[src/rtl/lap_pkg.sv]
package lap_pkg;

  // Register offsets on the control bus.
  localparam logic [7:0] LAP_AUDIO_OFS = 8'h2B;
  localparam logic [7:0] LAP_PCLK_OFS  = 8'h2E;
  localparam logic [7:0] LAP_DUAL_OFS  = 8'h34;

  // Seven-bit control bus slave address; the value is arbitrary.
  localparam logic [6:0] LAP_SLAVE_ADDR = 7'h2C;

  // Field positions in audio_serial_control.
  localparam int LAP_AUD_OVF_BIT  = 3;
  localparam int LAP_AUD_UNF_BIT  = 2;
  localparam int LAP_AUD_CLR_BIT  = 1;
  localparam int LAP_AUD_EDGE_BIT = 0;

  // Field positions in pixel_clock_test_mode.
  localparam int LAP_PCLK_EXT_BIT = 7;

  // Field positions in dual_receive_control.
  localparam int LAP_DUAL_LOCK_BIT = 6;
  localparam int LAP_DUAL_RAW_BIT  = 5;
  localparam int LAP_DUAL_MODE_HI  = 4;
  localparam int LAP_DUAL_MODE_LO  = 3;
  localparam int LAP_DUAL_P1_BIT   = 1;
  localparam int LAP_DUAL_P0_BIT   = 0;

  // Reset values.
  localparam logic [7:0] LAP_AUDIO_RST = 8'h00;
  localparam logic [7:0] LAP_PCLK_RST  = 8'h00;
  localparam logic [7:0] LAP_DUAL_RST  = 8'h01;

  // Receiver input modes.
  localparam logic [1:0] LAP_MODE_AUTO   = 2'h0;
  localparam logic [1:0] LAP_MODE_DUAL   = 2'h1;
  localparam logic [1:0] LAP_MODE_SINGLE_PRI = 2'h2;
  localparam logic [1:0] LAP_MODE_SINGLE_SEC = 2'h3;

  typedef struct packed {
    logic ovf;
    logic unf;
    logic err_rst;
    logic rise_edge;
  } lap_audio_t;

  typedef struct packed {
    logic       lock_mode;
    logic       raw_bc;
    logic [1:0] input_mode;
    logic       second_port_select;
    logic       first_port_select;
  } lap_dual_t;

  typedef struct packed {
    logic       wr;
    logic [7:0] addr;
    logic [7:0] data;
  } lap_wr_t;

  typedef enum logic [2:0] {
    LAP_IDLE,
    LAP_ADDR,
    LAP_ADDR_ACK,
    LAP_WR_BYTE,
    LAP_WR_ACK,
    LAP_RD_BYTE,
    LAP_RD_ACK
  } lap_state_t;

endpackage

[src/rtl/lap_regs.sv]
`timescale 1ns/100ps
`default_nettype none
module lap_regs
  import lap_pkg::*;
(
  input  wire logic       core_clk,
  input  wire logic       arst_n,
  input  wire logic       scl_in,
  input  wire logic       sda_in,
  output var  logic       sda_out,
  output var  logic       sda_oe,
  input  wire logic       fifo_overflow_evt,
  input  wire logic       fifo_underflow_evt,
  input  wire logic       link_valid,
  input  wire logic       video_disabled,
  input  wire logic       local_gp_input0,
  input  wire logic       filtered_backchannel,
  output var  logic       audio_rising_edge,
  output var  logic [1:0] pclk_external_sel,
  output var  logic       rx_lock,
  output var  logic       backchannel_out,
  output var  logic [1:0] link_input_mode
);

  logic [2:0] pin_s;
  logic       scl_s;
  logic       sda_s;
  logic       gp0_s;
  logic       scl_d_reg;
  logic       sda_d_reg;
  logic       scl_rise;
  logic       scl_fall;
  logic       bus_start;
  logic       bus_stop;
  lap_state_t state_reg;
  logic [3:0] bit_cnt_reg;
  logic [7:0] shift_reg;
  logic [7:0] tx_reg;
  logic [7:0] ptr_reg;
  logic       first_byte_reg;
  lap_wr_t    wr_reg;
  lap_audio_t audio_reg;
  logic [1:0] pclk_copy_reg;
  lap_dual_t  dual_reg;
  logic       err_clear;
  logic [7:0] rd_data;

  // Bus pins pass inverted, so the synchroniser's reset state reads as an idle, pulled-up bus.
  lap_sync #(.W(3)) lap_sync_inst (
    .core_clk (core_clk),
    .arst_n   (arst_n),
    .din      ({~scl_in, ~sda_in, local_gp_input0}),
    .dout     (pin_s)
  );

  assign scl_s = ~pin_s[2];
  assign sda_s = ~pin_s[1];
  assign gp0_s = pin_s[0];

  always_ff @(posedge core_clk or negedge arst_n) begin
    if (!arst_n) begin
      scl_d_reg <= 1'b1;
      sda_d_reg <= 1'b1;
    end else begin
      scl_d_reg <= scl_s;
      sda_d_reg <= sda_s;
    end
  end

  assign scl_rise  = scl_s & ~scl_d_reg;
  assign scl_fall  = ~scl_s & scl_d_reg;
  assign bus_start = scl_s & scl_d_reg & sda_d_reg & ~sda_s;
  assign bus_stop  = scl_s & scl_d_reg & ~sda_d_reg & sda_s;

  // Read view of the map; port 1 wins when both selects are set.
  function automatic logic [7:0] reg_read(input logic [7:0] ofs);
    logic [7:0] v;
    v = 8'h00;
    unique case (ofs)
      LAP_AUDIO_OFS: begin
        v[LAP_AUD_OVF_BIT]  = audio_reg.ovf;
        v[LAP_AUD_UNF_BIT]  = audio_reg.unf;
        v[LAP_AUD_CLR_BIT]  = audio_reg.err_rst;
        v[LAP_AUD_EDGE_BIT] = audio_reg.rise_edge;
      end
      LAP_PCLK_OFS: begin
        v[LAP_PCLK_EXT_BIT] = dual_reg.second_port_select ? pclk_copy_reg[1] : pclk_copy_reg[0];
      end
      LAP_DUAL_OFS: begin
        v[LAP_DUAL_LOCK_BIT]                 = dual_reg.lock_mode;
        v[LAP_DUAL_RAW_BIT]                  = dual_reg.raw_bc;
        v[LAP_DUAL_MODE_HI:LAP_DUAL_MODE_LO] = dual_reg.input_mode;
        v[LAP_DUAL_P1_BIT]                   = dual_reg.second_port_select;
        v[LAP_DUAL_P0_BIT]                   = dual_reg.first_port_select;
      end
      default: v = 8'h00;
    endcase
    return v;
  endfunction

  always_comb rd_data = reg_read(ptr_reg);

  // Control bus slave: first written byte sets the pointer, later bytes auto-increment.
  always_ff @(posedge core_clk or negedge arst_n) begin
    if (!arst_n) begin
      state_reg      <= LAP_IDLE;
      bit_cnt_reg    <= 4'h0;
      shift_reg      <= 8'h00;
      tx_reg         <= 8'h00;
      ptr_reg        <= 8'h00;
      first_byte_reg <= 1'b0;
      sda_oe         <= 1'b0;
      wr_reg         <= '0;
    end else begin
      wr_reg.wr <= 1'b0;
      if (bus_start) begin
        state_reg      <= LAP_ADDR;
        bit_cnt_reg    <= 4'h0;
        first_byte_reg <= 1'b1;
        sda_oe         <= 1'b0;
      end else if (bus_stop) begin
        state_reg <= LAP_IDLE;
        sda_oe    <= 1'b0;
      end else begin
        unique case (state_reg)
          LAP_IDLE: begin
            sda_oe <= 1'b0;
          end
          LAP_ADDR, LAP_WR_BYTE: begin
            if (scl_rise && bit_cnt_reg != 4'h8) begin
              shift_reg   <= {shift_reg[6:0], sda_s};
              bit_cnt_reg <= bit_cnt_reg + 4'h1;
            end else if (scl_fall && bit_cnt_reg == 4'h8) begin
              if (state_reg == LAP_ADDR) begin
                if (shift_reg[7:1] == LAP_SLAVE_ADDR) begin
                  state_reg <= LAP_ADDR_ACK;
                  tx_reg[0] <= shift_reg[0];
                  sda_oe    <= 1'b1;
                end else begin
                  state_reg <= LAP_IDLE;
                end
              end else begin
                state_reg <= LAP_WR_ACK;
                sda_oe    <= 1'b1;
                if (first_byte_reg) begin
                  ptr_reg        <= shift_reg;
                  first_byte_reg <= 1'b0;
                end else begin
                  wr_reg  <= '{wr: 1'b1, addr: ptr_reg, data: shift_reg};
                  ptr_reg <= ptr_reg + 8'h01;
                end
              end
            end
          end
          LAP_ADDR_ACK: begin
            if (scl_fall) begin
              bit_cnt_reg <= 4'h0;
              if (tx_reg[0]) begin
                state_reg <= LAP_RD_BYTE;
                tx_reg    <= rd_data;
                sda_oe    <= ~rd_data[7];
                ptr_reg   <= ptr_reg + 8'h01;
              end else begin
                state_reg <= LAP_WR_BYTE;
                sda_oe    <= 1'b0;
              end
            end
          end
          LAP_WR_ACK: begin
            if (scl_fall) begin
              state_reg   <= LAP_WR_BYTE;
              bit_cnt_reg <= 4'h0;
              sda_oe      <= 1'b0;
            end
          end
          LAP_RD_BYTE: begin
            if (scl_rise) begin
              bit_cnt_reg <= bit_cnt_reg + 4'h1;
            end else if (scl_fall) begin
              if (bit_cnt_reg == 4'h8) begin
                state_reg <= LAP_RD_ACK;
                sda_oe    <= 1'b0;
              end else begin
                tx_reg <= {tx_reg[6:0], 1'b0};
                sda_oe <= ~tx_reg[6];
              end
            end
          end
          LAP_RD_ACK: begin
            if (scl_rise && sda_s) begin
              state_reg <= LAP_IDLE;
            end else if (scl_fall) begin
              state_reg   <= LAP_RD_BYTE;
              bit_cnt_reg <= 4'h0;
              tx_reg      <= rd_data;
              sda_oe      <= ~rd_data[7];
              ptr_reg     <= ptr_reg + 8'h01;
            end
          end
        endcase
      end
    end
  end

  // Open-drain: only ever pulls low.
  assign sda_out = 1'b0;

  assign err_clear = wr_reg.wr && wr_reg.addr == LAP_AUDIO_OFS && wr_reg.data[LAP_AUD_CLR_BIT];

  // A FIFO event in the clearing cycle still lands, so no error goes unseen.
  always_ff @(posedge core_clk or negedge arst_n) begin
    if (!arst_n) begin
      audio_reg <= lap_audio_t'(LAP_AUDIO_RST[3:0]);
    end else begin
      if (fifo_overflow_evt) begin
        audio_reg.ovf <= 1'b1;
      end else if (err_clear) begin
        audio_reg.ovf <= 1'b0;
      end
      if (fifo_underflow_evt) begin
        audio_reg.unf <= 1'b1;
      end else if (err_clear) begin
        audio_reg.unf <= 1'b0;
      end
      if (wr_reg.wr && wr_reg.addr == LAP_AUDIO_OFS) begin
        audio_reg.err_rst   <= wr_reg.data[LAP_AUD_CLR_BIT];
        audio_reg.rise_edge <= wr_reg.data[LAP_AUD_EDGE_BIT];
      end
    end
  end

  always_ff @(posedge core_clk or negedge arst_n) begin
    if (!arst_n) begin
      pclk_copy_reg <= {2{LAP_PCLK_RST[LAP_PCLK_EXT_BIT]}};
    end else if (wr_reg.wr && wr_reg.addr == LAP_PCLK_OFS) begin
      if (dual_reg.first_port_select) begin
        pclk_copy_reg[0] <= wr_reg.data[LAP_PCLK_EXT_BIT];
      end
      if (dual_reg.second_port_select) begin
        pclk_copy_reg[1] <= wr_reg.data[LAP_PCLK_EXT_BIT];
      end
    end
  end

  // The shared register is written whichever port is selected.
  always_ff @(posedge core_clk or negedge arst_n) begin
    if (!arst_n) begin
      dual_reg <= lap_dual_t'(LAP_DUAL_RST[5:0]);
    end else if (wr_reg.wr && wr_reg.addr == LAP_DUAL_OFS) begin
      dual_reg <= lap_dual_t'({wr_reg.data[LAP_DUAL_LOCK_BIT:LAP_DUAL_MODE_LO],
                               wr_reg.data[LAP_DUAL_P1_BIT:LAP_DUAL_P0_BIT]});
    end
  end

  always_ff @(posedge core_clk or negedge arst_n) begin
    if (!arst_n) begin
      rx_lock         <= 1'b0;
      backchannel_out <= 1'b0;
    end else begin
      rx_lock <= dual_reg.lock_mode ? link_valid
                                    : link_valid & ~video_disabled;
      backchannel_out <= dual_reg.raw_bc ? gp0_s : filtered_backchannel;
    end
  end

  assign audio_rising_edge = audio_reg.rise_edge;
  assign pclk_external_sel = pclk_copy_reg;
  assign link_input_mode   = dual_reg.input_mode;
endmodule
`default_nettype wire

[src/rtl/lap_sync.sv]
`timescale 1ns/100ps
`default_nettype none
module lap_sync #(
  parameter int W = 1
) (
  input  wire logic         core_clk,
  input  wire logic         arst_n,
  input  wire logic [W-1:0] din,
  output var  logic [W-1:0] dout
);

  logic [W-1:0] meta_reg;

  // Only the second stage is visible to the rest of the design.
  always_ff @(posedge core_clk or negedge arst_n) begin
    if (!arst_n) begin
      meta_reg <= '0;
      dout     <= '0;
    end else begin
      meta_reg <= din;
      dout     <= meta_reg;
    end
  end

endmodule
`default_nettype wire

[config.mk]
export PLATFORM = sky130hd
export DESIGN_NAME = lap_regs
export DESIGN_NICKNAME = d
export VERILOG_FILES = /design/src/rtl/lap_pkg.sv /design/src/rtl/lap_regs.sv /design/src/rtl/lap_sync.sv
export SDC_FILE = /design/constraint.sdc
export NUM_CORES = 1
export LEC_CHECK = 0
export BUFFER_PORTS_ARGS = -buffer_cell sky130_fd_sc_hd__buf_2
export CAP_MARGIN = 20
export CORE_ASPECT_RATIO = 1.4
export CORE_UTILIZATION = 50
export CTS_BUF_LIST = sky130_fd_sc_hd__clkbuf_4 sky130_fd_sc_hd__clkbuf_8
export DETAILED_ROUTE_END_ITERATION = 10
export GPL_TIMING_DRIVEN = 0
export HOLD_SLACK_MARGIN = 0.05
export PLACE_DENSITY = 0.7
export SYNTH_ARGS = -nofsm -noshare
export SYNTH_HDL_FRONTEND = slang
export SYNTH_SLANG_ARGS = --single-unit
export TNS_END_PERCENT = 5
[constraint.sdc]
create_clock -name core_clk -period 2 [get_ports core_clk]
set_clock_uncertainty 0.2 [all_clocks]
set_input_delay 0 -clock core_clk [delete_from_list [all_inputs] [get_ports core_clk]]
set_output_delay 0 -clock core_clk [all_outputs]
set_load 0.005 [all_outputs]
==> summary.txt, run 1 <==
Layer with the highest usage - met2
Final Slew Violations - 0
Clock sink total - 70
Hold slack - 0.07529 ns
Number of global-route vias before repair - 2531
Routability cong. - 0.8671
DRT Wirelength - 7.366 mm
Register area - 0.001759 mm^2
Top Family by Delay on Critical Path - simple AND/OR/NAND/NOR gates
Clock share of power - 33.0%
Post-synth EDFFs - 0
Fin crit period - 1.966 ns
Reg power frac - 50.3%
Clock Root Buffer - clkbuf_8
Power Internal - 2.461 mW
Mapped Avg Cell Area - 10.84 um^2
TritonRoute pass-1 iters - 4
Chip Width - 72.39 um
Global-route total usage across every layer - 22.72%
Port bufs - 17
Critical path arrival - 1.99 ns
Layout cells sized above 1 - 30.38%
Number of CTS-inserted buffers - 9
Full die area - 0.007278 mm^2
Synthesized instance count - 320
CP Launch Type - register
WL per Instance - 15.88 um
Yosys reg bits - 70
Crit-path cells - inv_2 > ha_4 > nand3b_4 > nor2_4 > nand3_2 > nor2_4 > buf_6 > mux2_4
Remaining antenna violation count - 0
Period utilization - 98.29%
R2r setup slk - 0.03 ns
Maximum fanout along the worst path - 5
Initial antenna violation count - 0
Status - complete, no violations
Die Y - 100.5 um
Area of the core - 0.006656 mm^2
Actual slew at the worst max-slew pin - 0.8660 ns
Starting DRC count in detailed routing - 215
Worst path bufs/invs - 2
RSZ-0062 raised after global routing - true
Post-DP HPWL - 4.931 mm
Syn_nets - 335
Worst skew pair latency - 0.35 ns
Synth unique cells - 60
CTS tree - built
Average via count per standard cell - 5.685
Reg2reg end - wr_reg[10]
Area of the multi-input gates - 0.001712 mm^2
Worst IR Drop VDD - 414.8 uV
Max reg flops - 16
Endpoint type of the worst setup path - register
Combinational share of power - 16.7%
Number of core rows - 35
CP peak stage delay - 0.40 ns
CTS HTree Levels - 3
FFs w/ async S/R, synth - 100.0%
Total gr overflow - 0
# setup viols final - 0
Peak Freq - 508.7 MHz
Nets - 382
Hold crit path type - input port to asynchronous set/reset pin
Largest net degree at the start of global routing - 71
Area of the mapped netlist - 0.003468 mm^2
Worst-path clk slew - 0.08 ns
Psw - 1.005 mW
Worst Path Class, Setup - register to register
Setup TNS Final - 0 ns
Final-report hold violation count - 0
Global-route wire length before repair - 12.50 mm
Layout area overhead - 20.74%
Sequential area share after synthesis - 50.61%
Leak - 1.870 nW
N_diodes - 0
Most used cell, CP - nor2_4
GR Layer Usage met2 - 35.66%
M1 GR Usage - 28.36%
I/O pin total - 19
Most common flop cell mapped by yosys - dfrtp_1
Max Root-Sink Buffers - 2
Fillers - 541
Switching power share of the total - 29.00%
Reg2Reg Depth - 8
Cell Pwr Density - 827.7 mW/mm^2
GR Util met3 - 6.300%
Max-Cap Viols - 0
Crit path required time - 2.03 ns
CP max-delay cell - dfrtp_1
Via count - 2638
Worst slew margin - 42.26%
DRC errors left - 0
Yosys Warn Count - 0
Worst r2r src - bit_cnt_reg[0]
Initial Utilization - 52.11%
## layout make-up
cell class              instances  area share, %
plain buffers                  15          2.271
repair buffers                 37          6.394
multi-input cells             223          40.87
well taps                      92          2.749
inverters                      11         0.9860
flip-flops and latches         70          42.01
clock buffers                  11          3.316
clock inverters                 5          1.404
## cell families after synthesis
family / Yosys count / share of synthesized area [%]
DFF: 70 / 50.61
adders and majority gates: 5 / 1.804
muxes: 37 / 11.83
other: 1 / 0.1081
buffers and inverters: 27 / 4.040
AOI/OAI and AO/OA: 84 / 15.66
and+or+nand+nor: 96 / 15.94
## what timing repair did
| action | in CTS | in global routing |
|---|---|---|
| endpoints found under the setup margin | 21 | 29 |
| setup buffers | 6 | 4 |
| resized for setup | 19 | 19 |
| pin swaps | 4 | 8 |
| gates cloned | 1 | 0 |
| hold buffers | 9 | 0 |
| hold endpoints to repair | 77 | 0 |
## per-stage QoR
step	total power [mW]	instance area, um^2	setup slack, ns	utilization, %	std cells
6_report	3.466	4188	0.03414	62.91	464
5_1_grt	3.643	4188	-0.02950	62.91	464
4_1_cts	3.415	4081	-0.02742	61.32	461
3_5_place_dp	2.203	3671	-0.2404	55.15	429
3_3_place_gp	2.184	3669	-0.2072	55.11	429
2_1_floorplan	2.021	3468	0.03051	-	320
## layout by cell type (no fill, tap or decap), types with 4 or more instances in the layout
master | Yosys | layout
mux2i_1 | 5 | 5
mux2_1 | 17 | 4
buf_4 | 6 | 16
nor2_1 | 14 | 13
o22ai_1 | 4 | 4
nand2_1 | 30 | 29
nor3_1 | 4 | 4
inv_1 | 11 | 8
a32oi_1 | 4 | 4
o21ai_1 | 11 | 9
a21o_1 | 5 | 5
buf_2 | 7 | 23
dfrtp_1 | 67 | 64
and2_1 | 4 | 4
nor2b_1 | 5 | 4
dlygate4sd3_1 | 0 | 9
ha_1 | 5 | 4
a21oi_1 | 20 | 20
mux2_2 | 15 | 15
clkbuf_8 | 0 | 9
o21ai_0 | 13 | 13
and3_1 | 5 | 5
mux2_4 | 0 | 13
nand3_1 | 9 | 9
## power groups by stage
stage	combinational [mW]	clock, mW	sequential (mW)
after floorplan	0.349	0	1.67
after global placement	0.434	0	1.75
after detailed placement	0.448	0	1.76
after CTS	0.515	1.18	1.72
after global routing	0.644	1.24	1.76
final	0.578	1.14	1.74
## how the worst max path moves through the flow
stage              startpoint    endpoint  slack [ns]  cells after the start
2_1_floorplan  bit_cnt_reg[0]  wr_reg[11]        0.03                      8
3_3_place_gp   bit_cnt_reg[0]  wr_reg[13]       -0.21                      8
3_5_place_dp   bit_cnt_reg[0]  wr_reg[10]       -0.24                      8
4_1_cts        bit_cnt_reg[0]  wr_reg[15]       -0.03                      8
5_1_grt        bit_cnt_reg[0]  wr_reg[10]       -0.03                      8
6_report       bit_cnt_reg[0]  wr_reg[10]        0.03                      8
## cells in the mapped netlist (3+ instances only)
cell | number | area (um^2)
inv_1 | 11 | 41.29
mux2_1 | 17 | 191.4
nor3_1 | 4 | 20.02
o21ai_0 | 13 | 65.06
and3_1 | 5 | 31.28
and2_1 | 4 | 25.02
nand2_1 | 30 | 112.6
a32oi_1 | 4 | 35.03
buf_2 | 7 | 35.03
a31oi_1 | 4 | 25.02
a21oi_1 | 20 | 100.1
dfstp_2 | 3 | 78.83
nor2_1 | 14 | 52.55
nor3b_1 | 3 | 22.52
ha_1 | 5 | 62.56
mux2i_1 | 5 | 50.05
nand3_1 | 9 | 45.04
a21o_1 | 5 | 37.54
nor2b_1 | 5 | 31.28
mux2_2 | 15 | 168.9
buf_4 | 6 | 45.04
dfrtp_1 | 67 | 1677
o21ai_1 | 11 | 55.05
o22ai_1 | 4 | 25.02
## metal layers
layer	vias to the layer above	part of all wire, %
met5	-	0
met1	1299	43
met4	0	3.5
met2	61	50
met3	21	3.8
li1	1257	-
(Power assumes the default switching activity.)
==> inputs of run 2 (changes only) <==
--- a/config.mk
+++ b/config.mk
@@ -14,6 +14,7 @@
 export GPL_TIMING_DRIVEN = 0
 export HOLD_SLACK_MARGIN = 0.05
 export PLACE_DENSITY = 0.7
+export SETUP_SLACK_MARGIN = 0.5
 export SYNTH_ARGS = -nofsm -noshare
 export SYNTH_HDL_FRONTEND = slang
 export SYNTH_SLANG_ARGS = --single-unit
==> summary.txt, run 2 (synthesized netlist as in run 1, its figures left out) <==
Full die area - 0.007278 mm^2
Max-Cap Viols - 0
Worst slew margin - 41.78%
Most common cell after layout, fill and taps aside - dfrtp_1
Number of core rows - 35
Status - complete, no violations
Largest net degree at the start of global routing - 71
Crit path from - bit_cnt_reg[1]
Leak - 1.948 nW
Worst r2r src - bit_cnt_reg[1]
Period utilization - 98.97%
Die Y - 100.5 um
Maximum fanout along the worst path - 5
# setup viols final - 0
Chip Width - 72.39 um
Via count - 2724
Global-route total usage across every layer - 22.09%
Critical path arrival - 2.05 ns
Peak Freq - 505.2 MHz
Crit path required time - 2.07 ns
Starting DRC count in detailed routing - 207
DRT Wirelength - 7.755 mm
Hold crit path type - input port to asynchronous set/reset pin
Worst skew pair latency - 0.35 ns
Fillers - 517
Post-DP HPWL - 4.964 mm
Dpl ws - -0.2151 ns
Fin crit period - 1.979 ns
Worst Path Class, Setup - register to register
Max Root-Sink Buffers - 2
Port bufs - 17
Final-report hold violation count - 0
Layout area overhead - 28.10%
Initial Utilization - 52.11%
Max reg flops - 16
Area of the core - 0.006656 mm^2
CP Launch Type - register
Clock sink total - 70
CTS HTree Levels - 3
Actual slew at the worst max-slew pin - 0.8732 ns
RSZ-0062 raised after global routing - true
Endpoint type of the worst setup path - register
Initial antenna violation count - 0
Setup ws final - 0.02056 ns
Number of CTS-inserted buffers - 9
CTS tree - built
Cell Pwr Density - 836.6 mW/mm^2
WL per Instance - 16.43 um
Clock Root Buffer - clkbuf_8
Worst IR Drop VDD - 441.7 uV
Total gr overflow - 0
Routability cong. - 0.8722
I/O pin total - 19
Final Slew Violations - 0
Worst-path clk slew - 0.08 ns
Nets - 390
Number of global-route vias before repair - 2594
TritonRoute pass-1 iters - 4
N_diodes - 0
Average via count per standard cell - 5.771
Global-route wire length before repair - 12.16 mm
Remaining antenna violation count - 0
Layout cells sized above 1 - 36.84%
Commonest cells after routing, fill and taps aside - 63 x dfrtp_1, 25 x nand2_1, 20 x buf_4
Final Total Pwr - 3.717 mW
DRC errors left - 0
run 2: cell types whose count changed in the layout (fill, tap and decap cells not counted), sizes merged:
cell,before,now
clkinv,1,4
clkbuf,12,13
buf,42,47
bufinv,1,2
clkinvlp,2,0
run 2: final timing paths:
check                                            end  depth (start not counted)  slack, ns
max                                     state_reg[1]                          7       0.02
min                            lap_sync_inst.dout[0]                          2       0.07
max reg2reg                             state_reg[1]                          7       0.02
min reg2reg                    lap_sync_inst.dout[1]                          0       0.15
max in group asynchronous                 ptr_reg[0]                          2       0.86
min in group core_clk      lap_sync_inst.meta_reg[0]                          2       0.08
run 2: power by group:
| part | switching (mW) | internal (mW) |
|---|---|---|
| combinational | 0.322 | 0.396 |
| sequential | 0.188 | 1.54 |
| clock | 0.560 | 0.706 |
| total | 1.07 | 2.65 |
run 2: timing repair:
| item | CTS | global route |
|---|---|---|
| endpoints found under the hold margin | 77 | 0 |
| pin swaps | 4 | 35 |
| hold buffers | 9 | 0 |
| endpoints found under the setup margin | 60 | 60 |
| resized for setup | 9 | 77 |
| buffers inserted | 8 | 9 |
| gates cloned | 1 | 0 |
run 2: final cells by class:
type | instances | area, um^2 | share of cell area, %
multi-input cells | 223 | 1842 | 41.45
repair buffers | 44 | 336.6 | 7.575
clock buffers | 9 | 123.9 | 2.788
inverters | 11 | 41.29 | 0.9293
flip-flops and latches | 70 | 1760 | 39.62
well taps | 92 | 115.1 | 2.591
plain buffers | 16 | 127.6 | 2.872
clock inverters | 7 | 96.34 | 2.168
run 2: critical path: stages (launching register included):
cell and delay, ns:
dfrtp_1 0.40, inv_2 0.08, ha_4 0.14, and3b_2 0.29, a31oi_4 0.11, o22a_1 0.21, or3_1 0.33, a21oi_1 0.13
run 2: per-stage QoR:
step / setup TNS (ns) / area (um^2) / utilization [%] / cells / hold slack [ns]
after floorplan: 0 / 3480 / - / 320 / -0.4956
after global placement: -1.522 / 3680 / 55.28 / 429 / -0.09144
after detailed placement: -2.105 / 3682 / 55.32 / 429 / -0.08969
after CTS: 0 / 4104 / 61.65 / 463 / 0.07395
after global routing: -0.1669 / 4443 / 66.75 / 472 / 0.08365
final: 0 / 4443 / 66.75 / 472 / 0.07092
run 2: per-layer routing:
metal	global-route usage (%)	vias up	wire [um]
met3	6.400	32	337
li1	-	1279	-
met1	24.95	1328	3122
met5	0	-	0
met4	12.52	0	293
met2	36.95	85	4002
